==> config.mk <==
export PLATFORM = sky130hd
export DESIGN_NAME = cs_decode
export DESIGN_NICKNAME = d
export VERILOG_FILES = /design/src/cs_decode_pkg.sv /design/src/cs_decode.sv
export SDC_FILE = /design/constraint.sdc
export NUM_CORES = 1
export LEC_CHECK = 0
export ABC_AREA = 1
export BUFFER_PORTS_ARGS = -buffer_cell sky130_fd_sc_hd__buf_2
export CAP_MARGIN = 25
export CORE_MARGIN = 4
export CORE_UTILIZATION = 55
export CTS_CLUSTER_SIZE = 8
export DETAILED_ROUTE_END_ITERATION = 16
export GPL_ROUTABILITY_DRIVEN = 0
export PLACE_DENSITY = 0.88
export SETUP_SLACK_MARGIN = 0.4
export SLEW_MARGIN = 20
export SYNTH_ARGS = -nofsm -noshare
export SYNTH_HDL_FRONTEND = slang
export SYNTH_SLANG_ARGS = --single-unit
==> constraint.sdc <==
create_clock -name clock -period 1.45 [get_ports clock]
set_input_delay 0.2175 -clock clock [delete_from_list [all_inputs] [get_ports clock]]
set_output_delay 0.2175 -clock clock [all_outputs]
set_load 0.02 [all_outputs]
==> src/cs_decode_pkg.sv <==
package cs_decode_pkg;
  localparam int num_banks = 8;
  localparam int bank_idx_w = 3;
  // Register offsets within the block
  localparam logic [7:0] base_reg_first = 8'h80;
  localparam logic [7:0] bank_stride = 8'h0c;
  localparam logic [7:0] mask_reg_delta = 8'h04;
  // Mask register field positions
  localparam int base_mask_hi = 31;
  localparam int base_mask_lo = 16;
  localparam int write_protect_pos = 8;
  localparam int alternate_master_pos = 6;
  localparam int cpu_space_pos = 5;
  localparam int supervisor_code_pos = 4;
  localparam int supervisor_data_pos = 3;
  localparam int user_code_pos = 2;
  localparam int user_data_pos = 1;
  localparam int valid_pos = 0;
  // Writable bits of the mask register
  localparam logic [31:0] mask_reg_writable = 32'hffff_017f;
  localparam logic [15:0] base_reset = 16'h0000;
  localparam logic [31:0] mask_reset = 32'h0000_0000;

  // Access type presented with each bus access
  typedef enum logic [2:0] {
    acc_cpu_space,
    acc_super_code,
    acc_super_data,
    acc_user_code,
    acc_user_data
  } access_type_t;

  // One access on the internal bus
  typedef struct packed {
    logic valid;
    logic [31:0] addr;
    logic write;
    logic alt_master;
    access_type_t kind;
  } access_t;

  // Register port request
  typedef struct packed {
    logic wr;
    logic rd;
    logic [7:0] addr;
    logic [31:0] wdata;
  } reg_req_t;
endpackage

==> src/cs_decode.sv <==
`timescale 1ns/1ns
module cs_decode (
  input wire logic clock,
  input wire logic nrst,
  input wire cs_decode_pkg::reg_req_t reg_req,
  output logic [31:0] reg_rdata,
  input wire cs_decode_pkg::access_t access,
  output logic [7:0] chip_select,
  output logic boot_global
);
  import cs_decode_pkg::*;

  logic [15:0] bank_base_address [num_banks]; // Base per bank
  logic [31:0] bank_mask_and_qualifiers [num_banks]; // Mask per bank
  logic [15:0] next_base [num_banks]; // Base after this cycle's write
  logic [31:0] next_mask [num_banks]; // Mask after this cycle's write
  logic global_mode; // Boot bank selects every access
  logic next_global; // Global mode after this cycle
  logic [31:0] next_rdata; // Read data for the next cycle
  logic [7:0] hit; // Per-bank full decode match
  logic [7:0] next_cs; // Selects for the next cycle

  // Offset of a bank's base register
  function automatic logic [7:0] base_off(input int b);
    return 8'(base_reg_first + 8'(b) * bank_stride);
  endfunction

  // Space mask bit position for an access type
  function automatic int space_pos(input access_type_t k);
    unique case (k)
      acc_cpu_space: return cpu_space_pos;
      acc_super_code: return supervisor_code_pos;
      acc_super_data: return supervisor_data_pos;
      acc_user_code: return user_code_pos;
      // Illegal codes fall back to user data
      default: return user_data_pos;
    endcase
  endfunction

  // Register writes and global mode tracking
  always_comb begin
    next_global = global_mode;
    // Each bank has a base slot and a mask slot
    for (int b = 0; b < num_banks; b++) begin
      // Hold unless addressed
      next_base[b] = bank_base_address[b];
      next_mask[b] = bank_mask_and_qualifiers[b];
      // Base field sits in the upper half of the word
      if (reg_req.wr && reg_req.addr == base_off(b)) begin
        next_base[b] = reg_req.wdata[31:16];
      end
      // Reserved mask bits never store
      if (reg_req.wr && reg_req.addr == 8'(base_off(b) + mask_reg_delta))
      begin
        next_mask[b] = reg_req.wdata & mask_reg_writable;
      end
    end
    // Leaving global mode only; return needs reset
    if (next_mask[0][valid_pos]) begin
      next_global = 1'b0;
    end
  end

  // Register readback
  always_comb begin
    // Unmapped offsets read as zero
    next_rdata = 32'h0000_0000;
    for (int b = 0; b < num_banks; b++) begin
      if (reg_req.rd && reg_req.addr == base_off(b)) begin
        // Base fills the upper half, lower half zero
        next_rdata = {bank_base_address[b], 16'h0000};
      end
      if (reg_req.rd && reg_req.addr == 8'(base_off(b) + mask_reg_delta))
      begin
        // Mask reads back as stored
        next_rdata = bank_mask_and_qualifiers[b];
      end
    end
  end

  // Per-bank decode
  generate
    for (genvar g = 0; g < num_banks; g++) begin : g_bank
      logic [15:0] m;
      logic addr_ok, type_ok, wp_ok, use_space; // Decode qualifiers
      // Mask field of this bank
      assign m = bank_mask_and_qualifiers[g][base_mask_hi:base_mask_lo];
      // Masked compare of upper address half
      assign addr_ok = ((access.addr[31:16] ^ bank_base_address[g])
                        & ~m) == 16'h0000;
      // Space masks skipped for alternate master when bit clear;
      // the cpu space mask still applies to every master
      assign use_space = !(access.alt_master &&
        !bank_mask_and_qualifiers[g][alternate_master_pos] &&
        access.kind != acc_cpu_space);
      // Space mask of this access type, when it is used
      assign type_ok = !use_space ||
        !bank_mask_and_qualifiers[g][space_pos(access.kind)];
      // Writes blocked by protection, reads pass
      assign wp_ok = !(access.write &&
        bank_mask_and_qualifiers[g][write_protect_pos]);
      // Valid bank with every qualifier passing
      assign hit[g] = access.valid && addr_ok && type_ok && wp_ok &&
        bank_mask_and_qualifiers[g][valid_pos];
    end
  endgenerate

  // Select output, boot bank overrides while global
  always_comb begin
    if (global_mode) begin // Boot bank follows every access
      // Other banks stay quiet until bank 0 is valid
      next_cs = {7'h00, access.valid};
    end else begin // Programmed decode per bank
      next_cs = hit;
    end
  end

  // State registers
  always_ff @(posedge clock) begin
    if (!nrst) begin
      // Reset clears bases, masks and valid bits
      for (int b = 0; b < num_banks; b++) begin
        bank_base_address[b] <= base_reset;
        bank_mask_and_qualifiers[b] <= mask_reset;
      end
      // Outputs quiet, boot mode back
      global_mode <= 1'b1;
      reg_rdata <= 32'h0000_0000;
      chip_select <= 8'h00;
    end else begin
      // Register the next values
      for (int b = 0; b < num_banks; b++) begin
        bank_base_address[b] <= next_base[b];
        bank_mask_and_qualifiers[b] <= next_mask[b];
      end
      global_mode <= next_global;
      reg_rdata <= next_rdata;
      chip_select <= next_cs;
    end
  end

  // Boot mode flag straight from its flip-flop
  assign boot_global = global_mode;

  // Global mode never re-enters without reset
  property p_global_sticky;
    @(posedge clock) disable iff (!nrst)
      !global_mode |=> !global_mode;
  endproperty
  a_global_sticky: assert property (p_global_sticky)
    else $error("global mode re-entered");

  // While global only bank 0 follows access
  property p_global_cs;
    @(posedge clock) disable iff (!nrst)
      global_mode && access.valid |=> chip_select == 8'h01 || !global_mode;
  endproperty
  a_global_cs: assert property (p_global_cs)
    else $error("boot bank not selecting");

  // No select for invalid bank outside global mode
  property p_valid_needed;
    @(posedge clock) disable iff (!nrst)
      !global_mode && !bank_mask_and_qualifiers[2][valid_pos]
      |=> !chip_select[2];
  endproperty
  a_valid_needed: assert property (p_valid_needed)
    else $error("invalid bank selected");

  // Protected write never selects
  property p_wp;
    @(posedge clock) disable iff (!nrst)
      !global_mode && access.write &&
      bank_mask_and_qualifiers[1][write_protect_pos] |=> !chip_select[1];
  endproperty
  a_wp: assert property (p_wp)
    else $error("protected write selected");

  // Address mismatch never selects
  property p_addr;
    @(posedge clock) disable iff (!nrst)
      !global_mode && (((access.addr[31:16] ^ bank_base_address[1]) &
      ~bank_mask_and_qualifiers[1][31:16]) != 16'h0000)
      |=> !chip_select[1];
  endproperty
  a_addr: assert property (p_addr)
    else $error("mismatched address selected");

  // Reset leaves bank 1 invalid
  property p_reset_clear;
    @(posedge clock) !nrst |=> bank_mask_and_qualifiers[1] == mask_reset;
  endproperty
  a_reset_clear: assert property (p_reset_clear)
    else $error("valid bit survived reset");

  // Full match selects next cycle
  property p_match;
    @(posedge clock) disable iff (!nrst)
      !global_mode && hit[1] |=> chip_select[1];
  endproperty
  a_match: assert property (p_match)
    else $error("matching bank not selected");

  // Masked type on cpu blocks select
  property p_type;
    @(posedge clock) disable iff (!nrst)
      !global_mode && !access.alt_master &&
      bank_mask_and_qualifiers[1][space_pos(access.kind)]
      |=> !chip_select[1];
  endproperty
  a_type: assert property (p_type)
    else $error("masked type selected");

  // Boot bank alone may select while global
  property p_global_others;
    @(posedge clock) disable iff (!nrst)
      global_mode |=> chip_select[7:1] == 7'h00;
  endproperty
  a_global_others: assert property (p_global_others)
    else $error("other bank selected in global mode");

  // Setting bank 0 valid leaves global mode
  property p_global_exit;
    @(posedge clock) disable iff (!nrst)
      reg_req.wr && reg_req.addr == 8'(base_reg_first + mask_reg_delta) &&
      reg_req.wdata[valid_pos] |=> !global_mode;
  endproperty
  a_global_exit: assert property (p_global_exit)
    else $error("global mode kept after valid write");

  // Idle bus never selects
  property p_idle;
    @(posedge clock) disable iff (!nrst)
      !access.valid |=> chip_select == 8'h00;
  endproperty
  a_idle: assert property (p_idle)
    else $error("select without access");

  // Cpu space mask holds for alternate masters too
  property p_cpu_space_alt;
    @(posedge clock) disable iff (!nrst)
      !global_mode && access.alt_master && access.kind == acc_cpu_space &&
      bank_mask_and_qualifiers[1][cpu_space_pos] |=> !chip_select[1];
  endproperty
  a_cpu_space_alt: assert property (p_cpu_space_alt)
    else $error("cpu space mask ignored");

  // Alternate master with bit clear passes space masks
  property p_alt_pass;
    @(posedge clock) disable iff (!nrst)
      !global_mode && access.valid && access.alt_master && !access.write &&
      access.kind != acc_cpu_space &&
      !bank_mask_and_qualifiers[1][alternate_master_pos] &&
      bank_mask_and_qualifiers[1][valid_pos] &&
      ((access.addr[base_mask_hi:base_mask_lo] ^ bank_base_address[1]) &
      ~bank_mask_and_qualifiers[1][base_mask_hi:base_mask_lo]) == 16'h0000
      |=> chip_select[1];
  endproperty
  a_alt_pass: assert property (p_alt_pass)
    else $error("alternate master blocked by space mask");

  // Open access type with full match selects
  property p_open_type;
    @(posedge clock) disable iff (!nrst)
      !global_mode && access.valid && !access.alt_master && !access.write &&
      !bank_mask_and_qualifiers[1][space_pos(access.kind)] &&
      bank_mask_and_qualifiers[1][valid_pos] &&
      ((access.addr[base_mask_hi:base_mask_lo] ^ bank_base_address[1]) &
      ~bank_mask_and_qualifiers[1][base_mask_hi:base_mask_lo]) == 16'h0000
      |=> chip_select[1];
  endproperty
  a_open_type: assert property (p_open_type)
    else $error("open access type not selected");

  // Protected bank still answers reads
  property p_wp_read;
    @(posedge clock) disable iff (!nrst)
      !global_mode && access.valid && !access.alt_master && !access.write &&
      bank_mask_and_qualifiers[1][write_protect_pos] &&
      bank_mask_and_qualifiers[1][valid_pos] &&
      !bank_mask_and_qualifiers[1][space_pos(access.kind)] &&
      ((access.addr[base_mask_hi:base_mask_lo] ^ bank_base_address[1]) &
      ~bank_mask_and_qualifiers[1][base_mask_hi:base_mask_lo]) == 16'h0000
      |=> chip_select[1];
  endproperty
  a_wp_read: assert property (p_wp_read)
    else $error("protected bank refused a read");

  // Reset drops every select and restores global mode
  property p_reset_outputs;
    @(posedge clock) !nrst |=> chip_select == 8'h00 && global_mode;
  endproperty
  a_reset_outputs: assert property (p_reset_outputs)
    else $error("outputs not reset");

  // Base register reads back in the upper half
  property p_base_read;
    @(posedge clock) disable iff (!nrst)
      reg_req.rd && !reg_req.wr &&
      reg_req.addr == 8'(base_reg_first + bank_stride)
      |=> reg_rdata == {$past(bank_base_address[1]), 16'h0000};
  endproperty
  a_base_read: assert property (p_base_read)
    else $error("base register read back wrong");

  // Mask write stores only the writable bits
  property p_mask_store;
    @(posedge clock) disable iff (!nrst)
      reg_req.wr &&
      reg_req.addr == 8'(base_reg_first + bank_stride + mask_reg_delta)
      |=> bank_mask_and_qualifiers[1] ==
      ($past(reg_req.wdata) & mask_reg_writable);
  endproperty
  a_mask_store: assert property (p_mask_store)
    else $error("mask register stored wrong bits");
endmodule

==> flow_summary_export.csv, run 1 <==
group,metric,value,unit
floorplan,io_pins,123,
synthesis,yosys_warnings,0,
outcome,outcome,"did not finish",
floorplan,die_w,185,µm
synthesis,syn_avg_cell_area,6.93,µm²
global_routing,grt_max_degree,100,
clock_tree,cts_buffer_depth,3,
synthesis,synth_area,17100,µm²
floorplan,start_util,0.559,
placement,hpwl,42600,µm
clock_tree,root_buffer,"clkbuf_16",
synthesis,syn_inst,2472,
clock_tree,cts_made_buffers,50,
global_routing,grt-ovfl-total,566,
placement,io_buffers,90,
clock_tree,h-tree-depth,2,
synthesis,ys_ff_latch,353,
timing,worstEndpointType,"register input",
synthesis,ys_types,43,
floorplan,num_rows,64,
outcome,stop_error,"[ERROR GRT-0232] Routing congestion too high. Check the congestion heatmap in the GUI.",
synthesis,yosysTopAreaCell,"dfxtp_1",
clock_tree,cts.sinks,353,
timing,crit_endpoint,"chip_select[2]$_SDFF_PP0_/D",
synthesis,synth.top_cell.area_share,0.412,
outcome,lastStage,"global routing (5_1_grt)",
global_routing,track_usage,0.843,
synthesis,yosysSeqAreaShare,0.412,
floorplan,die_h,185,µm
placement,dpl_cell_area,20000,µm²
synthesis,synth_top_cells_by_area,"dfxtp_1 (41%), a21oi_1 (13%), o21ai_0 (13%)",
-- synthesized netlist by cell type (all sizes together) --
cell type / instances
a21oi: 466
o21ai: 450
dfxtp: 353
inv: 332
nand2: 308
nor2: 147
clkbuf: 133
nand3: 75
nand4: 44
buf: 41
nor3: 27
a221oi: 25
o22ai: 13
o211ai: 11
o2111ai: 10
nor4: 6
xnor2: 6
clkinv: 5
a211oi: 4
o221ai: 4
a22oi: 2
a32o: 2
and3: 2
or2: 2
a221o: 1
a31oi: 1
conb: 1
o311ai: 1
-- what timing repair did --
item | CTS
endpoints found under the setup margin | 304
gates cloned | 20
pin swaps | 124
setup buffers | 37
hold buffers | 1
endpoints found under the hold margin | 1
gates resized for setup | 509
-- cell families after synthesis --
logic type / share of synthesized area
AO/OA/AOI/OAI: 0.304
XOR/XNOR: 0.00307
AND/OR/NAND/NOR: 0.161
other: 0.000219
flip-flops: 0.412
buffers and inverters: 0.120
-- metal layers --
| layer | track usage | GRT overflow |
|---|---|---|
| met2 | 0.936 | 277 |
| met4 | 0.874 | 221 |
| met1 | 0.825 | 33 |
| met5 | 0.491 | 5 |
| met3 | 0.773 | 30 |
-- per-stage QoR --
| stage | worst slack, ns | instances |
|---|---|---|
| 2_1_floorplan | -0.0895 | 2479 |
| 4_1_cts | -0.165 | 3164 |
| 3_5_place_dp | -0.758 | 3051 |
| 3_3_place_gp | -0.721 | 3051 |
==> run 2, diff against run 1 <==
--- a/config.mk
+++ b/config.mk
@@ -9,12 +9,10 @@
 export BUFFER_PORTS_ARGS = -buffer_cell sky130_fd_sc_hd__buf_2
 export CAP_MARGIN = 25
 export CORE_MARGIN = 4
-export CORE_UTILIZATION = 55
-export CTS_CLUSTER_SIZE = 8
+export CORE_UTILIZATION = 40
 export DETAILED_ROUTE_END_ITERATION = 16
 export GPL_ROUTABILITY_DRIVEN = 0
-export PLACE_DENSITY = 0.88
-export SETUP_SLACK_MARGIN = 0.4
+export PLACE_DENSITY_LB_ADDON = 0.15
 export SLEW_MARGIN = 20
 export SYNTH_ARGS = -nofsm -noshare
 export SYNTH_HDL_FRONTEND = slang
==> constraint.sdc (replaced) <==
create_clock -name clock -period 1.9 [get_ports clock]
set_input_delay 0.285 -clock clock [delete_from_list [all_inputs] [get_ports clock]]
set_output_delay 0.285 -clock clock [all_outputs]
set_load 0.02 [all_outputs]
==> run 2 against run 1 <==
  * The flow now finishes without violations
  * Synthesized cell count stayed put
  * Area after synthesis stayed put
==> flow_summary_export.csv, run 2 <==
group,metric,value,unit
timing,skew,0.0121,ns
drt,drtPass1Iterations,6,
timing,rsz0062_at_grt,"false",
finish,final_nets,2719,
min_path,hp-start,"reg_req[8]",
clock_tree,cts_buffer_depth,3,
finish,fin_area,20700,µm²
synthesis,synth.top_cell.area_share,0.412,
min_path,hold_class,"input pin to flop",
outcome,outcome,"finished clean",
synthesis,yosys.cell_count.top_type,"a21oi_1",
finish,area_delta_synth_final,21.1,%
finish,final_cell_mix,"a21oi_1 (459), o21ai_0 (432), dfxtp_1 (353)",
timing,hold_ws,0.127,ns
synthesis,syn_inst,2472,
clock_tree,cts_made_buffers,41,
synthesis,synth_area,17100,µm²
synthesis,async_reset_ff_frac,0,
timing,slew_headroom,0.479,
clock_tree,root_buffer,"clkbuf_16",
drt,wirelength,61700,µm
placement,hpwl,45700,µm
setup_path,reg2regPathDepth,6,
synthesis,yosysSeqAreaShare,0.412,
global_routing,use_met3,0.0342,
setup_path,cp_common_cell,"nor2_1",
global_routing,use_met1,0.343,
pwr,power_density,799,nW/µm²
floorplan,die_w,215,µm
setup_path,path_cells,"dlygate4sd3_1 -> buf_6 -> inv_2 -> nor3_1 -> buf_4 -> o2111ai_1 -> nor2_1 -> nand3_1 -> nor2_1",
setup_path,cp_num_buf_inv,4,
floorplan,core_area,42100,µm²
synthesis,synth_edf_count,0,
drt,wl_per_cell,19.3,µm
finish,mostFrequentLayoutCell,"a21oi_1",
finish,multiInputGateArea,8060,µm²
finish,regArea,7070,µm²
setup_path,critPathArrivalTime,2.28,ns
global_routing,grt_max_degree,125,
synthesis,synth_top_cells_by_area,"dfxtp_1 (41%), a21oi_1 (13%), o21ai_0 (13%)",
synthesis,syn_avg_cell_area,6.93,µm²
global_routing,met2_usage,0.431,
placement,io_buffers,90,
global_routing,top_usage_layer,"met2",
floorplan,dieArea,46200,µm²
clock_tree,h-tree-depth,2,
synthesis,yosysTopAreaCell,"dfxtp_1",
floorplan,start_util,0.407,
setup_path,critPathKind,"input pin to flop",
synthesis,synth_common_cells,"a21oi_1 (459), o21ai_0 (433), dfxtp_1 (353)",
finish,largest_register_ffs,192,
global_routing,track_usage,0.260,
setup_path,cp_slowest_cell,"dlygate4sd3_1",
min_path,holdPathEnd,"bank_mask_and_qualifiers[1][72]",
finish,fin_util,0.492,
timing,tightestPinTransition,0.782,ns
floorplan,die_h,215,µm
finish,antenna_cells,0,
drt,drc_errors,0,
clock_tree,path_clk_slew,0.06,ns
drt,drt_iter0_drc,1638,
timing,period_minus_slack,1.80,ns
synthesis,yosys_warnings,0,
placement,dpl_cell_area,19400,µm²
timing,post-route-period-util,0.948,
finish,n_fill_cell,4222,
clock_tree,cts_tree,"built",
global_routing,grt_pass1_vias,16265,
finish,drive_gt1_frac,0.149,
floorplan,io_pins,123,
global_routing,grt-ovfl-total,0,
finish,largest_register,"bank_mask_and_qualifiers",
drt,viasPerCell,5.40,
synthesis,synthFlopType,"dfxtp_1",
timing,max_clock_freq,0.555,GHz
timing,tns,0,ns
setup_path,slowest_delay,0.57,ns
setup_path,worstPathRequired,2.38,ns
job,maxCapViolCount,0,
global_routing,antenna_found_initial,1,
setup_path,reg2reg_to,"chip_select[7]",
floorplan,num_rows,75,
pwr,leakage,7.63,nW
global_routing,grt_pass1_wl,94600,µm
pwr,ir_drop,0.000592,V
clock_tree,cts_setup_buffers,0,
timing,finalHoldViolations,0,
clock_tree,clk_latency,0.57,ns
timing,setup_viol_count_final,0,
synthesis,ys_ff_latch,353,
setup_path,endpoint_kind,"flop",
synthesis,ys_types,43,
setup_path,cp_max_fo,7,
setup_path,rrSetupSlack,0.17,ns
min_path,whs_path_depth,3,
setup_path,crit_family,"buffers and inverters",
setup_path,worstReg2RegStart,"boot_global",
clock_tree,cts.sinks,353,
drt,num_vias,17296,
setup_path,start_kind,"input pin",
timing,slew_violations,0,
finish,reg_top3,"bank_mask_and_qualifiers x192, bank_base_address x128, reg_rdata x24",
drt,ant_nets,0,
run 2: cell counts after synthesis:
Identical to the previous run, type by type.
run 2: per-stage QoR:
stage          power (mW)  std cells  setup WS, ns
5_1_grt              17.1       3202        0.0365
4_1_cts              16.7       3202        0.0387
3_3_place_gp         8.71       3131        -0.395
6_report             16.6       3202        0.0995
2_1_floorplan        8.19       2479         0.254
3_5_place_dp         8.72       3131        -0.399
run 2: worst max path at each step:
stage                        startpoint             end  cells after the start
2_1_floorplan               reg_req[33]   reg_rdata[25]                     12
3_3_place_gp                reg_req[35]    reg_rdata[8]                     13
3_5_place_dp                reg_req[35]    reg_rdata[8]                     13
4_1_cts        bank_base_address[0][37]  chip_select[2]                      8
5_1_grt                            nrst  chip_select[3]                      9
6_report                           nrst  chip_select[7]                      9
run 2: routing by layer:
| metal | part of all wire | vias up |
|---|---|---|
| met1 | 0.43 | 7950 |
| li1 | - | 8632 |
| met4 | 0.040 | 2 |
| met2 | 0.47 | 567 |
| met5 | 0.00013 | - |
| met3 | 0.058 | 145 |
run 2: kinds of logic (layout without fill, tap and decap cells):
family,count (synthesis),count (layout),share of synthesized area
buffers and inverters,511,695,0.120
flip-flops,353,353,0.412
other,1,8,0.000219
AO/OA/AOI/OAI,990,990,0.304
XOR/XNOR,6,6,0.00307
AND/OR/NAND/NOR,611,611,0.161
run 2: final cells by class:
type	instances	share of cell area
clock buffer	60	0.0583
clock inverter	9	0.00597
inverter	337	0.0610
multi-input combinational	1615	0.389
sequential	353	0.341
tap	539	0.0325
timing repair buffer	289	0.113
run 2: where the power goes:
group	switching, mW	internal [mW]	total [mW]
registers	0.00984	7.42	7.43
clock network	3.21	4.79	8.01
logic	0.771	0.374	1.14
run 2: tightest hold or removal path, cell delays in order:
cell	delay (ns)
buf_2	0.18
nand3_1	0.11
a21oi_1	0.06
run 2: what timing repair did:
action | in CTS | in global routing
hold buffers | 2 | 0
hold endpoints to repair | 4 | 0
resized for setup | 0 | 5
endpoints found under the setup margin | 0 | 3
No activity file was read; power rests on OpenSTA's default activity.
